--- config.mk ---
export PLATFORM = sky130hd
export DESIGN_NAME = taxe_exec
export DESIGN_NICKNAME = d
export VERILOG_FILES = /design/src/core/taxe_pkg.sv /design/src/core/taxe_exec.sv
export SDC_FILE = /design/constraint.sdc
export NUM_CORES = 1
export LEC_CHECK = 0
export BUFFER_PORTS_ARGS = -buffer_cell sky130_fd_sc_hd__buf_2
export CAP_MARGIN = 20
export CORE_ASPECT_RATIO = 0.8
export CORE_MARGIN = 2
export CORE_UTILIZATION = 44
export DETAILED_ROUTE_END_ITERATION = 6
export GPL_TIMING_DRIVEN = 0
export PLACE_DENSITY = 0.81
export SLEW_MARGIN = 0
export SYNTH_ARGS = -nofsm -noshare
export SYNTH_HDL_FRONTEND = slang
export SYNTH_SLANG_ARGS = --single-unit
--- constraint.sdc ---
create_clock -name clk -period 2.85 [get_ports clk]
set_input_delay 0.7125 -clock clk [delete_from_list [all_inputs] [get_ports clk]]
set_output_delay 0.7125 -clock clk [all_outputs]
set_load 0.1 [all_outputs]
--- src/core/taxe_pkg.sv ---
package taxe_pkg;
    // Opcode patterns
    localparam logic [13:0] TBL_RD_PAT  = 14'h0002;  // 0000 0000 0000 10 (nn)
    localparam logic [13:0] TBL_WR_PAT  = 14'h0003;  // 0000 0000 0000 11 (nn)
    localparam logic [6:0]  TSTZ_PAT    = 7'h33;     // 0110 011 (a f)
    localparam logic [7:0]  XORL_PAT    = 8'h0a;     // 0000 1010 (k)
    localparam logic [5:0]  XORF_PAT    = 6'h06;     // 0001 10 (d a f)
    // Field positions
    localparam int          F_DIR       = 9;
    localparam int          F_BANK      = 8;
    // Pointer modes
    localparam logic [1:0]  PM_NONE     = 2'h0;
    localparam logic [1:0]  PM_POSTINC  = 2'h1;
    localparam logic [1:0]  PM_POSTDEC  = 2'h2;
    localparam logic [1:0]  PM_PREINC   = 2'h3;
    // Widths and reset values
    localparam int          PTR_W       = 21;
    localparam int          HOLD_N      = 8;
    localparam logic [20:0] PTR_RST     = 21'h00_0000;
    localparam logic [7:0]  BYTE_RST    = 8'h00;
    localparam logic [3:0]  ACCESS_BANK = 4'h0;

    typedef enum logic [1:0] {
        TAXE_IDLE,
        TAXE_TBL2,
        TAXE_SKIP1,
        TAXE_SKIP2
    } taxe_state_t;

    // Register file request
    typedef struct packed {
        logic        we;
        logic [11:0] addr;
        logic [7:0]  wdata;
    } taxe_rf_req_t;

    // Status flag update
    typedef struct packed {
        logic we;
        logic n;
        logic z;
    } taxe_flag_t;
endpackage

--- src/core/taxe_exec.sv ---
`timescale 1ns/100ps
// Operation
// - Table read opcode; low two bits pick none, post-inc, post-dec, pre-inc.
// - Table read loads program byte at pointer into latch; pre-inc first.
// - Pointer is a 21-bit byte address over two megabytes.
// - Pointer bit zero picks low or high byte of a word.
// - Table write copies latch to holding register picked by pointer 2:0.
// - Table write uses the same four pointer modes.
// - Table write only updates the selected holding register.
// - Table ops and test-skip leave status flags unchanged.
// - Test-skip decodes bank bit and address; zero discards next word.
// - Skip takes two cycles, three when next instruction is two words.
// - Bank bit zero forces access bank, one uses bank select.
// - Xor-literal puts working register xor immediate into working reg.
// - Xor-file computes working register xor addressed register.
// - Direction zero writes working register, one writes the file.
// - Both xor ops update negative and zero flags only.
module taxe_exec #(
    parameter int PTR_W  = taxe_pkg::PTR_W,
    parameter int HOLD_N = taxe_pkg::HOLD_N
) (
    // Clock and reset
    input  wire logic                   clk,
    input  wire logic                   arst_n,
    // Instruction stream, one word per instruction cycle
    input  wire logic                   cyc_en,
    input  wire logic [15:0]            instr,
    input  wire logic                   next_two_word,
    // Core state
    input  wire logic [7:0]             wreg_in,
    input  wire logic [3:0]             bank_select_register,
    input  wire logic [7:0]             rf_rdata,
    // Program memory read port, combinational
    output logic      [PTR_W-2:0]       pm_word_addr,
    input  wire logic [15:0]            pm_word,
    // Register file address for the current operand
    output logic      [11:0]            rf_raddr,
    // Results
    output logic      [7:0]             wreg_out,
    output logic                        wreg_we,
    output taxe_pkg::taxe_rf_req_t      rf_req,
    output taxe_pkg::taxe_flag_t        flag_upd,
    output logic                        discard,
    output logic                        busy,
    output logic      [PTR_W-1:0]       table_pointer,
    output logic      [7:0]             table_latch,
    output logic      [HOLD_N*8-1:0]    hold_bytes
);
    taxe_pkg::taxe_state_t  state_reg, state_next;
    logic [PTR_W-1:0]       ptr_reg, ptr_next;
    logic [7:0]             lat_reg, lat_next;
    logic [7:0]             hold_reg [HOLD_N];
    logic [7:0]             hold_next [HOLD_N];
    logic [1:0]             mode_reg, mode_next;
    logic                   wr_reg, wr_next;
    logic [7:0]             w_reg, w_next;
    logic                   wwe_reg, wwe_next;
    taxe_pkg::taxe_rf_req_t rf_reg, rf_next;
    taxe_pkg::taxe_flag_t   fl_reg, fl_next;
    logic                   dis_reg, dis_next;
    logic                   busy_reg, busy_next;
    logic [PTR_W-1:0]       acc_ptr;
    logic [7:0]             xres;
    logic                   is_rd, is_wr, is_tst, is_xl, is_xf;

    // Pointer step, sized to the pointer so it wraps on its own
    localparam logic [PTR_W-1:0] PTR_STEP = PTR_W'(1);

    // Opcode decode, acted on only in an idle slot
    assign is_rd  = instr[15:2] == taxe_pkg::TBL_RD_PAT;
    assign is_wr  = instr[15:2] == taxe_pkg::TBL_WR_PAT;
    assign is_tst = instr[15:9] == taxe_pkg::TSTZ_PAT;
    assign is_xl  = instr[15:8] == taxe_pkg::XORL_PAT;
    assign is_xf  = instr[15:10] == taxe_pkg::XORF_PAT;

    // Operand bank: access bank or bank select
    // Combinational so the file data returns in the same slot
    always_comb begin
        if (instr[taxe_pkg::F_BANK]) begin
            rf_raddr = {bank_select_register, instr[7:0]};
        end else begin
            rf_raddr = {taxe_pkg::ACCESS_BANK, instr[7:0]};
        end
    end

    // Pointer seen by the access: bumped first in pre-increment
    // Same bumped value becomes the final pointer, so it moves only once
    assign acc_ptr = (mode_reg == taxe_pkg::PM_PREINC)
                   ? ptr_reg + PTR_STEP : ptr_reg;
    // Word address only; bit zero picks the byte on return
    assign pm_word_addr = acc_ptr[PTR_W-1:1];
    assign xres = wreg_in ^ (is_xl ? instr[7:0] : rf_rdata);

    // Next state of the sequencer and datapath
    always_comb begin
        state_next = state_reg;
        ptr_next   = ptr_reg;
        lat_next   = lat_reg;
        mode_next  = mode_reg;
        wr_next    = wr_reg;
        w_next     = w_reg;
        wwe_next   = 1'b0;
        rf_next    = '0;
        fl_next    = '0;
        dis_next   = 1'b0;
        for (int i = 0; i < HOLD_N; i++) begin
            hold_next[i] = hold_reg[i];
        end
        if (cyc_en) begin
            unique case (state_reg)
                taxe_pkg::TAXE_IDLE: begin
                    if (is_rd || is_wr) begin
                        // Mode and direction kept for the second slot
                        mode_next  = instr[1:0];
                        wr_next    = is_wr;
                        state_next = taxe_pkg::TAXE_TBL2;
                    end else if (is_tst) begin
                        // Zero drops the next word; long ones cost a slot
                        if (rf_rdata == 8'h00) begin
                            dis_next   = 1'b1;
                            state_next = next_two_word
                                ? taxe_pkg::TAXE_SKIP2
                                : taxe_pkg::TAXE_SKIP1;
                        end
                    end else if (is_xl ||
                                 (is_xf && !instr[taxe_pkg::F_DIR])) begin
                        // Xor into the working register
                        w_next   = xres;
                        wwe_next = 1'b1;
                        fl_next  = '{we: 1'b1, n: xres[7],
                                     z: xres == 8'h00};
                    end else if (is_xf) begin
                        // Xor written back to the addressed register
                        rf_next  = '{we: 1'b1, addr: rf_raddr,
                                     wdata: xres};
                        fl_next  = '{we: 1'b1, n: xres[7],
                                     z: xres == 8'h00};
                    end
                end
                taxe_pkg::TAXE_TBL2: begin
                    // Second slot; its instruction word is ignored
                    if (wr_reg) begin
                        hold_next[acc_ptr[2:0]] = lat_reg;
                    end else begin
                        lat_next = acc_ptr[0] ? pm_word[15:8]
                                              : pm_word[7:0];
                    end
                    unique case (mode_reg)
                        taxe_pkg::PM_NONE:    ptr_next = ptr_reg;
                        taxe_pkg::PM_POSTINC: ptr_next = ptr_reg + PTR_STEP;
                        taxe_pkg::PM_POSTDEC: ptr_next = ptr_reg - PTR_STEP;
                        taxe_pkg::PM_PREINC:  ptr_next = acc_ptr;
                    endcase
                    state_next = taxe_pkg::TAXE_IDLE;
                end
                taxe_pkg::TAXE_SKIP2: begin
                    // First word of a long instruction dropped
                    dis_next   = 1'b1;
                    state_next = taxe_pkg::TAXE_SKIP1;
                end
                taxe_pkg::TAXE_SKIP1: begin
                    // Last discarded slot
                    state_next = taxe_pkg::TAXE_IDLE;
                end
            endcase
        end
        // Busy follows the state, registered so the output is a flop
        busy_next = state_next != taxe_pkg::TAXE_IDLE;
    end

    // State registers
    always_ff @(posedge clk or negedge arst_n) begin
        if (!arst_n) begin
            state_reg <= taxe_pkg::TAXE_IDLE;
            ptr_reg   <= taxe_pkg::PTR_RST;
            lat_reg   <= taxe_pkg::BYTE_RST;
            mode_reg  <= taxe_pkg::PM_NONE;
            wr_reg    <= 1'b0;
            w_reg     <= taxe_pkg::BYTE_RST;
            wwe_reg   <= 1'b0;
            rf_reg    <= '0;
            fl_reg    <= '0;
            dis_reg   <= 1'b0;
            busy_reg  <= 1'b0;
            for (int i = 0; i < HOLD_N; i++) begin
                hold_reg[i] <= taxe_pkg::BYTE_RST;
            end
        end else begin
            state_reg <= state_next;
            ptr_reg   <= ptr_next;
            lat_reg   <= lat_next;
            mode_reg  <= mode_next;
            wr_reg    <= wr_next;
            w_reg     <= w_next;
            wwe_reg   <= wwe_next;
            rf_reg    <= rf_next;
            fl_reg    <= fl_next;
            dis_reg   <= dis_next;
            busy_reg  <= busy_next;
            for (int i = 0; i < HOLD_N; i++) begin
                hold_reg[i] <= hold_next[i];
            end
        end
    end

    // Registered outputs
    always_comb begin
        for (int i = 0; i < HOLD_N; i++) begin
            hold_bytes[i*8 +: 8] = hold_reg[i];
        end
    end
    assign wreg_out      = w_reg;
    assign wreg_we       = wwe_reg;
    assign rf_req        = rf_reg;
    assign flag_upd      = fl_reg;
    assign discard       = dis_reg;
    assign busy          = busy_reg;
    assign table_pointer = ptr_reg;
    assign table_latch   = lat_reg;
endmodule // taxe_exec

# [Word level (Yosys, flattened, before mapping)]
# Index checks and enable logic that the tools add are counted.
[totals] out_inout_bits=160 regBits=133 elab_cells=96 input_bits=56
[op_classes] eq_ne=11 order_cmp=2 muxes=36 reduce_logical=16 add_sub_neg=2 bitwise_logic=6
[ops] operator="$mux 21" count=7
[ops] operator="$bwmux 64" count=1
[ops] operator="$pmux 21 s3" count=1
[ops] operator="$eq 14x2->1 const B" count=2
[ops] operator="$demux 8 s3" count=1
[ops] operator="$mux 8" count=3
[ops] operator="$add 21x1->21 const B" count=1
[ops] operator="$sub 21x1->21 const B" count=1
[ops] operator="$mux 3" count=6
[ops] operator="$logic_not 8->1" count=2
[ops] operator="$mux 12" count=1
[ops] operator="$reduce_and 3->1" count=4
[ops] operator="$mux 1" count=10
[ops] operator="$eq 2x2->1 const B" count=4
[ops] operator="$eq 8x4->1 const B" count=1
[ops] operator="$mux 2" count=4
[ops] operator="$xor 8x8->8" count=1
[ops] operator="$eq 7x6->1 const B" count=1
[ops] operator="$eq 6x3->1 const B" count=1
[ops] operator="$pmux 2 s3" count=1
[ops] operator="$reduce_and 5->1" count=1
[ops] operator="$eq 2x1->1 const B" count=2
[ops] operator="$ge 4x4->1 const B" count=1
[ops] operator="$logic_not 2->1" count=2
[ops] operator="other kinds (9)" count=14

# [Longest topological paths before layout]
# Gate-level depths: netlist of the first run.
[logic_depth] word_depth=10 depth_mapped=9 depth_no_buf=8

# [Least setup slack after synthesis of the first run]
# Ideal clock, no wire load.
[synth_timing] path_type="register -> output" startpoint="register ptr_reg[5], in the netlist table_pointer[5]" endpoint="output port pm_word_addr[11]" stages_incl_launch_ff=6 path_slack_ns=-1.470 n_path_buf=1 arrival_time_ns=3.608 required_time_ns=2.138 path_cell_list="dfrtp_1 -> buf_2 -> and3_2 -> nand3_1 -> or3_1 -> xnor2_1"
[synth_between] elab_chain_len=2
[synth_rtl] element="from (decl)" line="taxe_exec.sv:50" text="logic [PTR_W-1:0] ptr_reg, ptr_next;"
[synth_rtl] element="from (signal assigned)" line="taxe_exec.sv:175" text="ptr_reg <= taxe_pkg::PTR_RST;"
[synth_rtl] element="from (signal assigned)" line="taxe_exec.sv:190" text="ptr_reg <= ptr_next;"
[synth_rtl] element="$add 21x1->21" line="taxe_exec.sv:89" text="? ptr_reg + PTR_STEP : ptr_reg;"
[synth_rtl] element="$mux 21" line="taxe_exec.sv:89"
[synth_rtl] element="to (decl)" line="taxe_exec.sv:34" text="output logic [PTR_W-2:0] pm_word_addr,"
# Every way passes these cells.

# [Final worst setup path of the first run]
[layout_timing] startpoint="register ptr_reg[3], in the netlist table_pointer[3]" endpoint="output port pm_word_addr[13]"
# The elaborated chain is that of the path after synthesis.

==> reports/qor.csv, run 1 <==
stage,metric,value,unit
setup_path,rr_startpoint,mode_reg[1]$_DFFE_PN0P_,
yosys,yosys_warnings,0,
grt,grt-ovfl-total,0,
yosys,yosysSeqAreaShare,0.505,
floorplan,dieArea,16000,um^2
detailed_routing,firstDrtPassIters,5,
placement,placed_area,8430,um^2
grt,grt_max_degree,69,
clock_tree,cts_buffers,17,
run_status,outcome,finished with violations,
yosys,synth_fp_nets,647,
detailed_routing,post_drt_wl_per_cell,18.0,um
power,ir_worst_vdd,0.473,mV
yosys,synth_area_leaders,"dfrtp_1 (50%), mux2_2 (10%), xor2_1 (2.7%), xnor2_1 (2.5%), mux2i_1 (2.4%)",
detailed_routing,ant_nets,0,
floorplan,ioPinCount,216,
placement,port_buffers,215,
setup_path,worstPathRequired,2.14,ns
grt,antenna_found_initial,0,
yosys,yosysUniqueCellTypes,62,
setup_path,worstSetupPathType,reg2out,
setup_path,critPathArrivalTime,2.24,ns
sta,fin_crit_sh,1.04,
yosys,synth_top_area_share,0.505,
floorplan,fp.dieW,141,um
sta,tightest_slew,0.925,ns
yosys,syn_inst,585,
yosys,async_reset_ff_frac,1.00,
detailed_routing,drt_iter0_markers,410,
grt,first_global_vias,5585,
clock_tree,cts_sinks,133,
grt,grt_first_pass_wirelength,29.5,mm
clock_tree,worstSkewPairLatency,0.42,ns
detailed_routing,routed.top_layer,met4,
final_layout,layout-drive-gt1-share,0.524,
job,maxCapViolations,0,
sta,final_hold_viol_count,0,
detailed_routing,drc_errors,0,
yosys,synth_edf_count,0,
floorplan,start_util,0.456,
clock_tree,clk_path_buf_depth,2,
final_layout,final_cell_area,9470,um^2
final_layout,nets,897,
final_layout,diodes,0,
sta,period_needed,2.95,ns
setup_path,crit_fanout,8,
clock_tree,cts_max_level,4,
setup_path,worst_setup_path_start_kind,flop,
floorplan,num_rows,39,
detailed_routing,avgViaCountPerCell,5.41,
sta,rsz0062_at_grt,yes,
power,power_density,512,nW/um^2
final_layout,largest_reg_flops,64,
final_layout,area_growth,43.7,%
floorplan,die_h,113,um
setup_path,endpoint_kind,output port,
clock_tree,clockRootBuffer,clkbuf_16,
detailed_routing,met2_length,9.02,mm
power,p_leak,5.00,nW
sta,fin_skew,0.00986,ns
sta,slew_viol_final,0,
placement,place_hpwl,13.2,mm
clock_tree,clk_pin_slew,0.06,ns
detailed_routing,routed_wirelength,18.6,mm
min_path,worstHoldPathType,in2async,
sta,relSlewSlack,0.380,
yosys,synth-seq-cells,133,
yosys,synth_largest_area_cell,dfrtp_1,
sta,setup_viol,5,
setup_path,worstReg2RegEnd,hold_bytes[51]$_DFFE_PN0P_,
detailed_routing,wl_met1,7.81,mm
run_status,violations,negative setup slack,
detailed_routing,wl_met3,1.39,mm
final_layout,final_util,0.656,
placement,pre_cts_ws,-0.121,ns
sta,setup_ws,-0.104,ns
grt,grt_usage,0.237,
yosys,ys_dominant_reg_cell,dfrtp_1,
detailed_routing,vias,5583,
sta,fmaxAchievable,338,MHz
setup_path,r2r_cells,7,
placement,gp_congestion,0.874,
yosys,syn_avg_cell_area,11.3,um^2
yosys,synth_area,6590,um^2
clock_tree,cts_hold_buffers,0,
floorplan,core_area,14400,um^2
clock_tree,cts_tree,built,
setup_path,r2r_slack,0.21,ns
## Yosys cell counts, types with 3 or more instances
master    count
o22ai_1       5
a211oi_1      4
buf_2         7
and3_1        9
or4_1         3
ha_1          6
a21boi_0      4
nand2b_1     18
and2_1       17
mux2i_1      16
nor2_1       42
mux2_4        7
o21ai_0      18
dfrtp_1     133
xnor2_1      19
or2_2         5
nand3_1      20
nand4_1      14
a21oi_1       6
buf_6         5
nand2_1      34
inv_1        18
a22oi_1       7
clkbuf_1      7
or3_1         5
o31ai_1       3
xor2_1       20
o21a_1        4
mux2_2       60
nor4_1        7
nor3_1       12
buf_4        13
## critical path, stage by stage, from the launching register on
cell,delay (ns)
dfrtp_2,0.38
buf_4,0.17
nand4_1,0.25
or3_4,0.51
nor2_4,0.15
xor2_4,0.18
buf_12,0.19
## metal layers
metal | vias up | track usage
met1 | 2776 | 0.305
met5 | - | 0
met2 | 225 | 0.385
met4 | 0 | 0.0933
met3 | 36 | 0.0630
li1 | 2546 | -
## logic make-up after synthesis
logic type / share of synthesized area
muxes: 0.144
DFF: 0.505
adders and majority gates: 0.0114
buffers and inverters: 0.0452
xor gates and xnor gates: 0.0560
and+or+nand+nor: 0.176
AOI/OAI and AO/OA: 0.0624
## what timing repair did
action	CTS	global route
gates resized for setup	59	20
setup endpoints to repair	34	28
buffers inserted	15	7
gates cloned	0	0
pin swaps	10	7
## placed cells by master (no fill, tap or decap), types with 5 or more instances in the layout
master,n
a21oi_1,6
a22oi_1,7
and2_1,17
and3_1,6
buf_12,11
buf_2,202
buf_4,34
buf_6,8
clkbuf_16,17
dfrtp_1,114
dfrtp_2,6
dfrtp_4,13
inv_1,16
mux2_2,60
mux2_4,7
mux2i_1,16
nand2_1,32
nand2b_1,18
nand3_1,16
nand4_1,14
nor2_1,34
nor2_4,7
nor3_1,9
nor4_1,7
o21ai_0,18
o22ai_1,5
or2_2,5
xnor2_1,11
xnor2_4,7
xor2_1,10
xor2_4,10
## final cells by class
type | instances | area (um^2)
inverter | 20 | 81.3
buffer | 26 | 175
sequential | 133 | 3380
clock inverter | 12 | 191
fill | 1130 | 4970
tap | 184 | 230
timing repair buffer | 238 | 1480
multi-input combinational | 399 | 3470
clock buffer | 20 | 457
## per-stage QoR
step	std cells	total power [mW]	hold WS, ns	setup TNS [ns]
global route	1032	5.00	0.326	-0.915
global placement	984	2.47	0.472	-110.83
floorplan	585	2.32	0.417	-0.668
CTS	1025	4.88	0.306	-0.394
finish	1032	4.85	0.271	-0.427
detailed placement	985	2.49	0.481	-1.49
## how the worst max path moves through the flow
stage	start	to	slack (ns)
2_1_floorplan	table_pointer[9]$_DFFE_PN0P_	pm_word_addr[13]	-0.17
3_3_place_gp	arst_n	table_pointer[1]$_DFFE_PN0P_	-1.23
3_5_place_dp	mode_reg[1]$_DFFE_PN0P_	hold_bytes[51]$_DFFE_PN0P_	-0.12
4_1_cts	table_pointer[1]$_DFFE_PN0P_	pm_word_addr[13]	-0.13
5_1_grt	table_pointer[0]$_DFFE_PN0P_	pm_word_addr[17]	-0.17
6_report	table_pointer[3]$_DFFE_PN0P_	pm_word_addr[13]	-0.10
## power by group
| part | internal, mW | switching [mW] | total [mW] |
|---|---|---|---|
| clock network | 1.53 | 0.868 | 2.40 |
| registers | 1.92 | 0.0189 | 1.94 |
| logic | 0.126 | 0.387 | 0.512 |
Power figures use the tool's default switching activity.
==> inputs of run 2 (changes only) <==
GPL_TIMING_DRIVEN = not set   (was 0)
==> run 2 against run 1 <==
  * The flow now finishes without violations
  * Sequential share of layout area rose by 0.56 points
  * Critical path depth shrank 1
  * Clock skew up 0.0064 ns
  * Clock power shrank 4%
==> reports/qor.csv, run 2 (synthesis results as in run 1) <==
stage,metric,value,unit
placement,port_buffers,215,
setup_path,slowest_stage,dfrtp_4,
floorplan,core_area,14400,um^2
floorplan,ioPinCount,216,
setup_path,max_stage_delay,0.51,ns
setup_path,worstSetupPathType,reg2out,
sta,relSlewSlack,0.564,
clock_tree,cts_buffers,17,
sta,fin_crit_sh,0.988,
setup_path,worst_setup_path_start_kind,flop,
floorplan,num_rows,39,
detailed_routing,drc_errors,0,
setup_path,cp_num_buf_inv,1,
setup_path,startpoint,table_pointer[13]$_DFFE_PN0P_,
clock_tree,clk_path_buf_depth,2,
sta,fmaxAchievable,355,MHz
sta,fin_skew,0.0162,ns
grt,grt_first_pass_wirelength,29.2,mm
clock_tree,clockRootBuffer,clkbuf_16,
final_layout,nets,879,
clock_tree,cts_tree,built,
setup_path,crit_family,simple AND/OR/NAND/NOR gates,
final_layout,final_util,0.646,
min_path,worstHoldPathType,in2async,
final_layout,final_common_cell,buf_2,
setup_path,r2r_slack,0.37,ns
job,maxCapViolations,0,
setup_path,endpoint_kind,output port,
setup_path,worstReg2RegEnd,hold_bytes[59]$_DFFE_PN0P_,
clock_tree,clk_pin_slew,0.06,ns
setup_path,critPathArrivalTime,2.10,ns
grt,grt-ovfl-total,0,
grt,grt_max_degree,79,
sta,period_needed,2.81,ns
power,power_density,510,nW/um^2
power,ir_worst_vdd,0.393,mV
power,finalPower,4.75,mW
sta,setup_viol,0,
detailed_routing,avgViaCountPerCell,5.37,
sta,final_hold_viol_count,0,
placement,place_hpwl,13.4,mm
grt,antenna_found_initial,0,
grt,grt_usage,0.236,
floorplan,start_util,0.456,
floorplan,fp.dieW,141,um
final_layout,area_growth,41.5,%
final_layout,layout_common_cells,"buf_2 (197), dfrtp_1 (114), mux2_2 (60)",
setup_path,worstPathRequired,2.14,ns
clock_tree,worstSkewPairLatency,0.42,ns
run_status,outcome,finished clean,
detailed_routing,drt_iter0_markers,383,
setup_path,cp-endpoint,pm_word_addr[19],
detailed_routing,vias,5447,
detailed_routing,post_drt_wl_per_cell,18.0,um
clock_tree,cts_max_level,4,
detailed_routing,firstDrtPassIters,5,
floorplan,die_h,113,um
sta,slew_viol_final,0,
clock_tree,cts_sinks,133,
grt,first_global_vias,5434,
placement,gp_congestion,0.906,
detailed_routing,ant_nets,0,
sta,tightest_slew,0.651,ns
setup_path,rr_startpoint,mode_reg[0]$_DFFE_PN0P_,
final_layout,diodes,0,
final_layout,layout-drive-gt1-share,0.511,
final_layout,largest_reg_flops,64,
power,p_leak,4.89,nW
detailed_routing,routed_wirelength,18.3,mm
floorplan,dieArea,16000,um^2
setup_path,crit_fanout,12,
sta,rsz0062_at_grt,yes,
setup_path,r2r_cells,7,
setup_path,critical_path_depth,5,
setup_path,worstPathCellList,and4_4 -> and4_1 -> nand4_1 -> xnor2_4 -> buf_12,
## run 2: cell types whose count changed in the layout (fill, tap and decap cells not counted), moves of 4 or more
| cell | previous run | this run |
|---|---|---|
| buf_12 | 11 | 17 |
| buf_2 | 202 | 197 |
| buf_4 | 34 | 30 |
| buf_6 | 8 | 2 |
| clkbuf_1 | 4 | 0 |
## run 2: through the flow
step	setup TNS [ns]	area, um^2	setup WS (ns)	hold slack [ns]	instances
2_1_floorplan	-0.668	7090	-0.174	0.417	585
3_3_place_gp	0	8540	0.271	0.472	968
3_5_place_dp	0	8540	0.192	0.487	968
4_1_cts	-0.00743	9310	-0.00743	0.130	1013
5_1_grt	-0.254	9330	-0.0740	0.135	1014
6_report	0	9330	0.0355	0.144	1014
## run 2: cell type report
cell class                 count  area [um^2]
multi-input combinational    399         3430
clock inverter                14          189
timing repair buffer         246         1570
tap                          184          230
sequential                   133         3380
inverter                      20         81.3
fill                        1131         5120
clock buffer                  18          439
## run 2: timing repair
action,CTS,global route
gates resized for setup,12,3
pin swaps,8,4
gates cloned,0,0
setup buffers,13,1
hold buffers,0,0
setup endpoints to repair,15,13
## run 2: where the power goes
group | leakage, nW | internal, mW | total (mW) | switching, mW
Sequential | 1.78 | 1.92 | 1.94 | 0.0185
Combinational | 2.81 | 0.120 | 0.508 | 0.388
Clock | 0.307 | 1.43 | 2.31 | 0.882
## run 2: how the worst min path moves through the flow
stage / slack [ns] / endpoint / start
final: 0.14 / hold_bytes[57]$_DFFE_PN0P_ / arst_n
after global routing: 0.13 / hold_bytes[57]$_DFFE_PN0P_ / arst_n
after CTS: 0.13 / hold_bytes[57]$_DFFE_PN0P_ / arst_n
after detailed placement: 0.49 / hold_bytes[2]$_DFFE_PN0P_ / hold_bytes[2]$_DFFE_PN0P_
after global placement: 0.47 / hold_bytes[23]$_DFFE_PN0P_ / hold_bytes[23]$_DFFE_PN0P_
after floorplan: 0.42 / busy$_DFF_PN0_ / arst_n
## run 2: metal layers
layer	wire length (um)	GRT usage	vias to the layer above
li1	-	-	2501
met1	7730	0.313	2695
met2	8880	0.380	225
met3	1350	0.0634	26
met4	313	0.0847	0
met5	0	0	-
==> inputs of run 3 (changes only) <==
SETUP_SLACK_MARGIN = 0.02   (was not set)
clock period = 2.59 ns   (was 2.85 ns; I/O delays follow)
==> run 3 against run 2 <==
  * Design area grew 4.3%
  * Final cell count grew 2.7%
  * Register-to-register slack lost 0.22 ns
  * Critical path type unchanged
  * Sequential cell count is the same
  * Critical endpoint is now pm_word_addr[17]
  * The run now ends with negative setup slack left
  * Core utilization up 2.8 points
  * First-iteration DRC count rose by 3.1%
  * Combinational power grew 11%
  * Sequential power rose by 9.8%
==> reports/qor.csv, run 3 (synthesis results as in run 1) <==
stage,metric,value,unit
run_status,outcome,finished with violations,
run_status,violations,negative setup slack,
sta,relSlewSlack,0.505,
placement,gp_congestion,0.940,
sta,tightest_slew,0.743,ns
setup_path,endpoint_kind,output port,
job,maxCapViolations,0,
setup_path,crit_fanout,4,
grt,use_met2,0.385,
sta,fin_crit_sh,1.06,
clock_tree,cts_buffers,17,
grt,grt.met1_usage,0.320,
sta,period_needed,2.74,ns
grt,grt_first_pass_wirelength,29.4,mm
sta,hold_ws,0.301,ns
final_layout,final_util,0.673,
clock_tree,clockRootBuffer,clkbuf_16,
final_layout,nets,906,
setup_path,worstSetupPathType,reg2out,
placement,place_hpwl,13.4,mm
floorplan,dieArea,16000,um^2
floorplan,fp.dieW,141,um
detailed_routing,avgViaCountPerCell,5.44,
clock_tree,cts_sinks,133,
detailed_routing,routed_wirelength,18.8,mm
sta,final_hold_viol_count,0,
clock_tree,cts_hold_buffers,0,
power,ir_worst_vdd,0.657,mV
placement,port_buffers,215,
floorplan,start_util,0.456,
placement,pre_cts_ws,0.132,ns
floorplan,ioPinCount,216,
power,finalPower,4.98,mW
final_layout,layout_common_cells,"buf_2 (194), dfrtp_1 (114), mux2_2 (60)",
floorplan,core_area,14400,um^2
min_path,worstHoldPathType,in2async,
power,power_density,512,nW/um^2
floorplan,num_rows,39,
clock_tree,cts_tree,built,
placement,dp_cells,982,
final_layout,layout-drive-gt1-share,0.547,
sta,fin_skew,0.00601,ns
sta,fmaxAchievable,364,MHz
clock_tree,clk_path_buf_depth,2,
sta,setup_ws,-0.154,ns
detailed_routing,drt_iter0_markers,395,
final_layout,diodes,0,
grt,antenna_found_initial,0,
final_layout,largest_reg_flops,64,
floorplan,die_h,113,um
sta,setup_viol,12,
setup_path,worst_setup_path_start_kind,flop,
grt,grt_usage,0.234,
grt,grt.busiest_layer,met2,
final_layout,layoutNonFillerInstCount,1041,
final_layout,final.fill_count,1030,
detailed_routing,drc_errors,0,
grt,grt_util_met3,0.0508,
grt,grt-ovfl-total,0,
setup_path,worstPathRequired,1.94,ns
detailed_routing,firstDrtPassIters,5,
setup_path,critPathArrivalTime,2.10,ns
sta,slew_viol_final,0,
detailed_routing,vias,5663,
clock_tree,cts_max_level,4,
clock_tree,worstSkewPairLatency,0.41,ns
detailed_routing,post_drt_wl_per_cell,18.1,um
grt,grt_max_degree,134,
grt,first_global_vias,5552,
detailed_routing,ant_nets,0,
final_layout,final_common_cell,buf_2,
clock_tree,clk_pin_slew,0.06,ns
sta,rsz0062_at_grt,yes,
final_layout,area_growth,47.5,%
power,p_leak,5.10,nW
[run 3: cell type report]
cell class                      count  area [um^2]  area share
Multi-Input combinational cell    399         3600       0.370
Sequential cell                   133         3390       0.349
Timing Repair Buffer              273         1850       0.191
Clock buffer                       18          439      0.0452
Tap cell                          184          230      0.0237
Clock inverter                     14          128      0.0131
Inverter                           20         88.8     0.00913
[run 3: critical path, stage by stage (launching register included)]
cell	delay [ns]
dfrtp_4	0.40
and3_4	0.23
nand3_4	0.09
or3_4	0.45
nor2_4	0.15
xor2_4	0.18
buf_12	0.19
[run 3: per-stage QoR]
| stage | instance area [um^2] | TNS [ns] |
|---|---|---|
| floorplan | 7250 | -3.58 |
| global placement | 8840 | 0 |
| detailed placement | 8840 | 0 |
| CTS | 9610 | -1.12 |
| global route | 9730 | -2.15 |
| finish | 9730 | -1.12 |
[run 3: final timing paths]
check                                             start                      endpoint  slack (ns)  cells past startpoint
max                        table_pointer[7]$_DFFE_PN0P_              pm_word_addr[17]       -0.15                      6
max in group asynchronous                        arst_n  table_pointer[8]$_DFFE_PN0P_        1.62                      2
min                                              arst_n    hold_bytes[30]$_DFFE_PN0P_        0.30                      2
min in group clk             hold_bytes[23]$_DFFE_PN0P_    hold_bytes[23]$_DFFE_PN0P_        0.49                      1
min reg2reg                  hold_bytes[23]$_DFFE_PN0P_    hold_bytes[23]$_DFFE_PN0P_        0.49                      1
max reg2reg                     mode_reg[1]$_DFFE_PN0P_    hold_bytes[23]$_DFFE_PN0P_        0.15                      6
[run 3: report_power, final]
| part | internal, mW | switching, mW |
|---|---|---|
| clock network | 1.35 | 0.932 |
| logic | 0.131 | 0.431 |
| registers | 2.11 | 0.0205 |
[run 3: layer usage]
metal  wire [um]  vias to the layer above  part of all wire
met1        7880                     2821              0.42
met2        9270                      248              0.49
met3        1380                       26             0.073
met4         274                        0             0.015
li1            -                     2568                 -
met5           0                        -                 0
[run 3: what timing repair did]
action | CTS | global route
setup endpoints to repair | 16 | 20
setup buffers | 17 | 11
hold endpoints to repair | 0 | 0
resized for setup | 17 | 10
pin swaps | 18 | 9
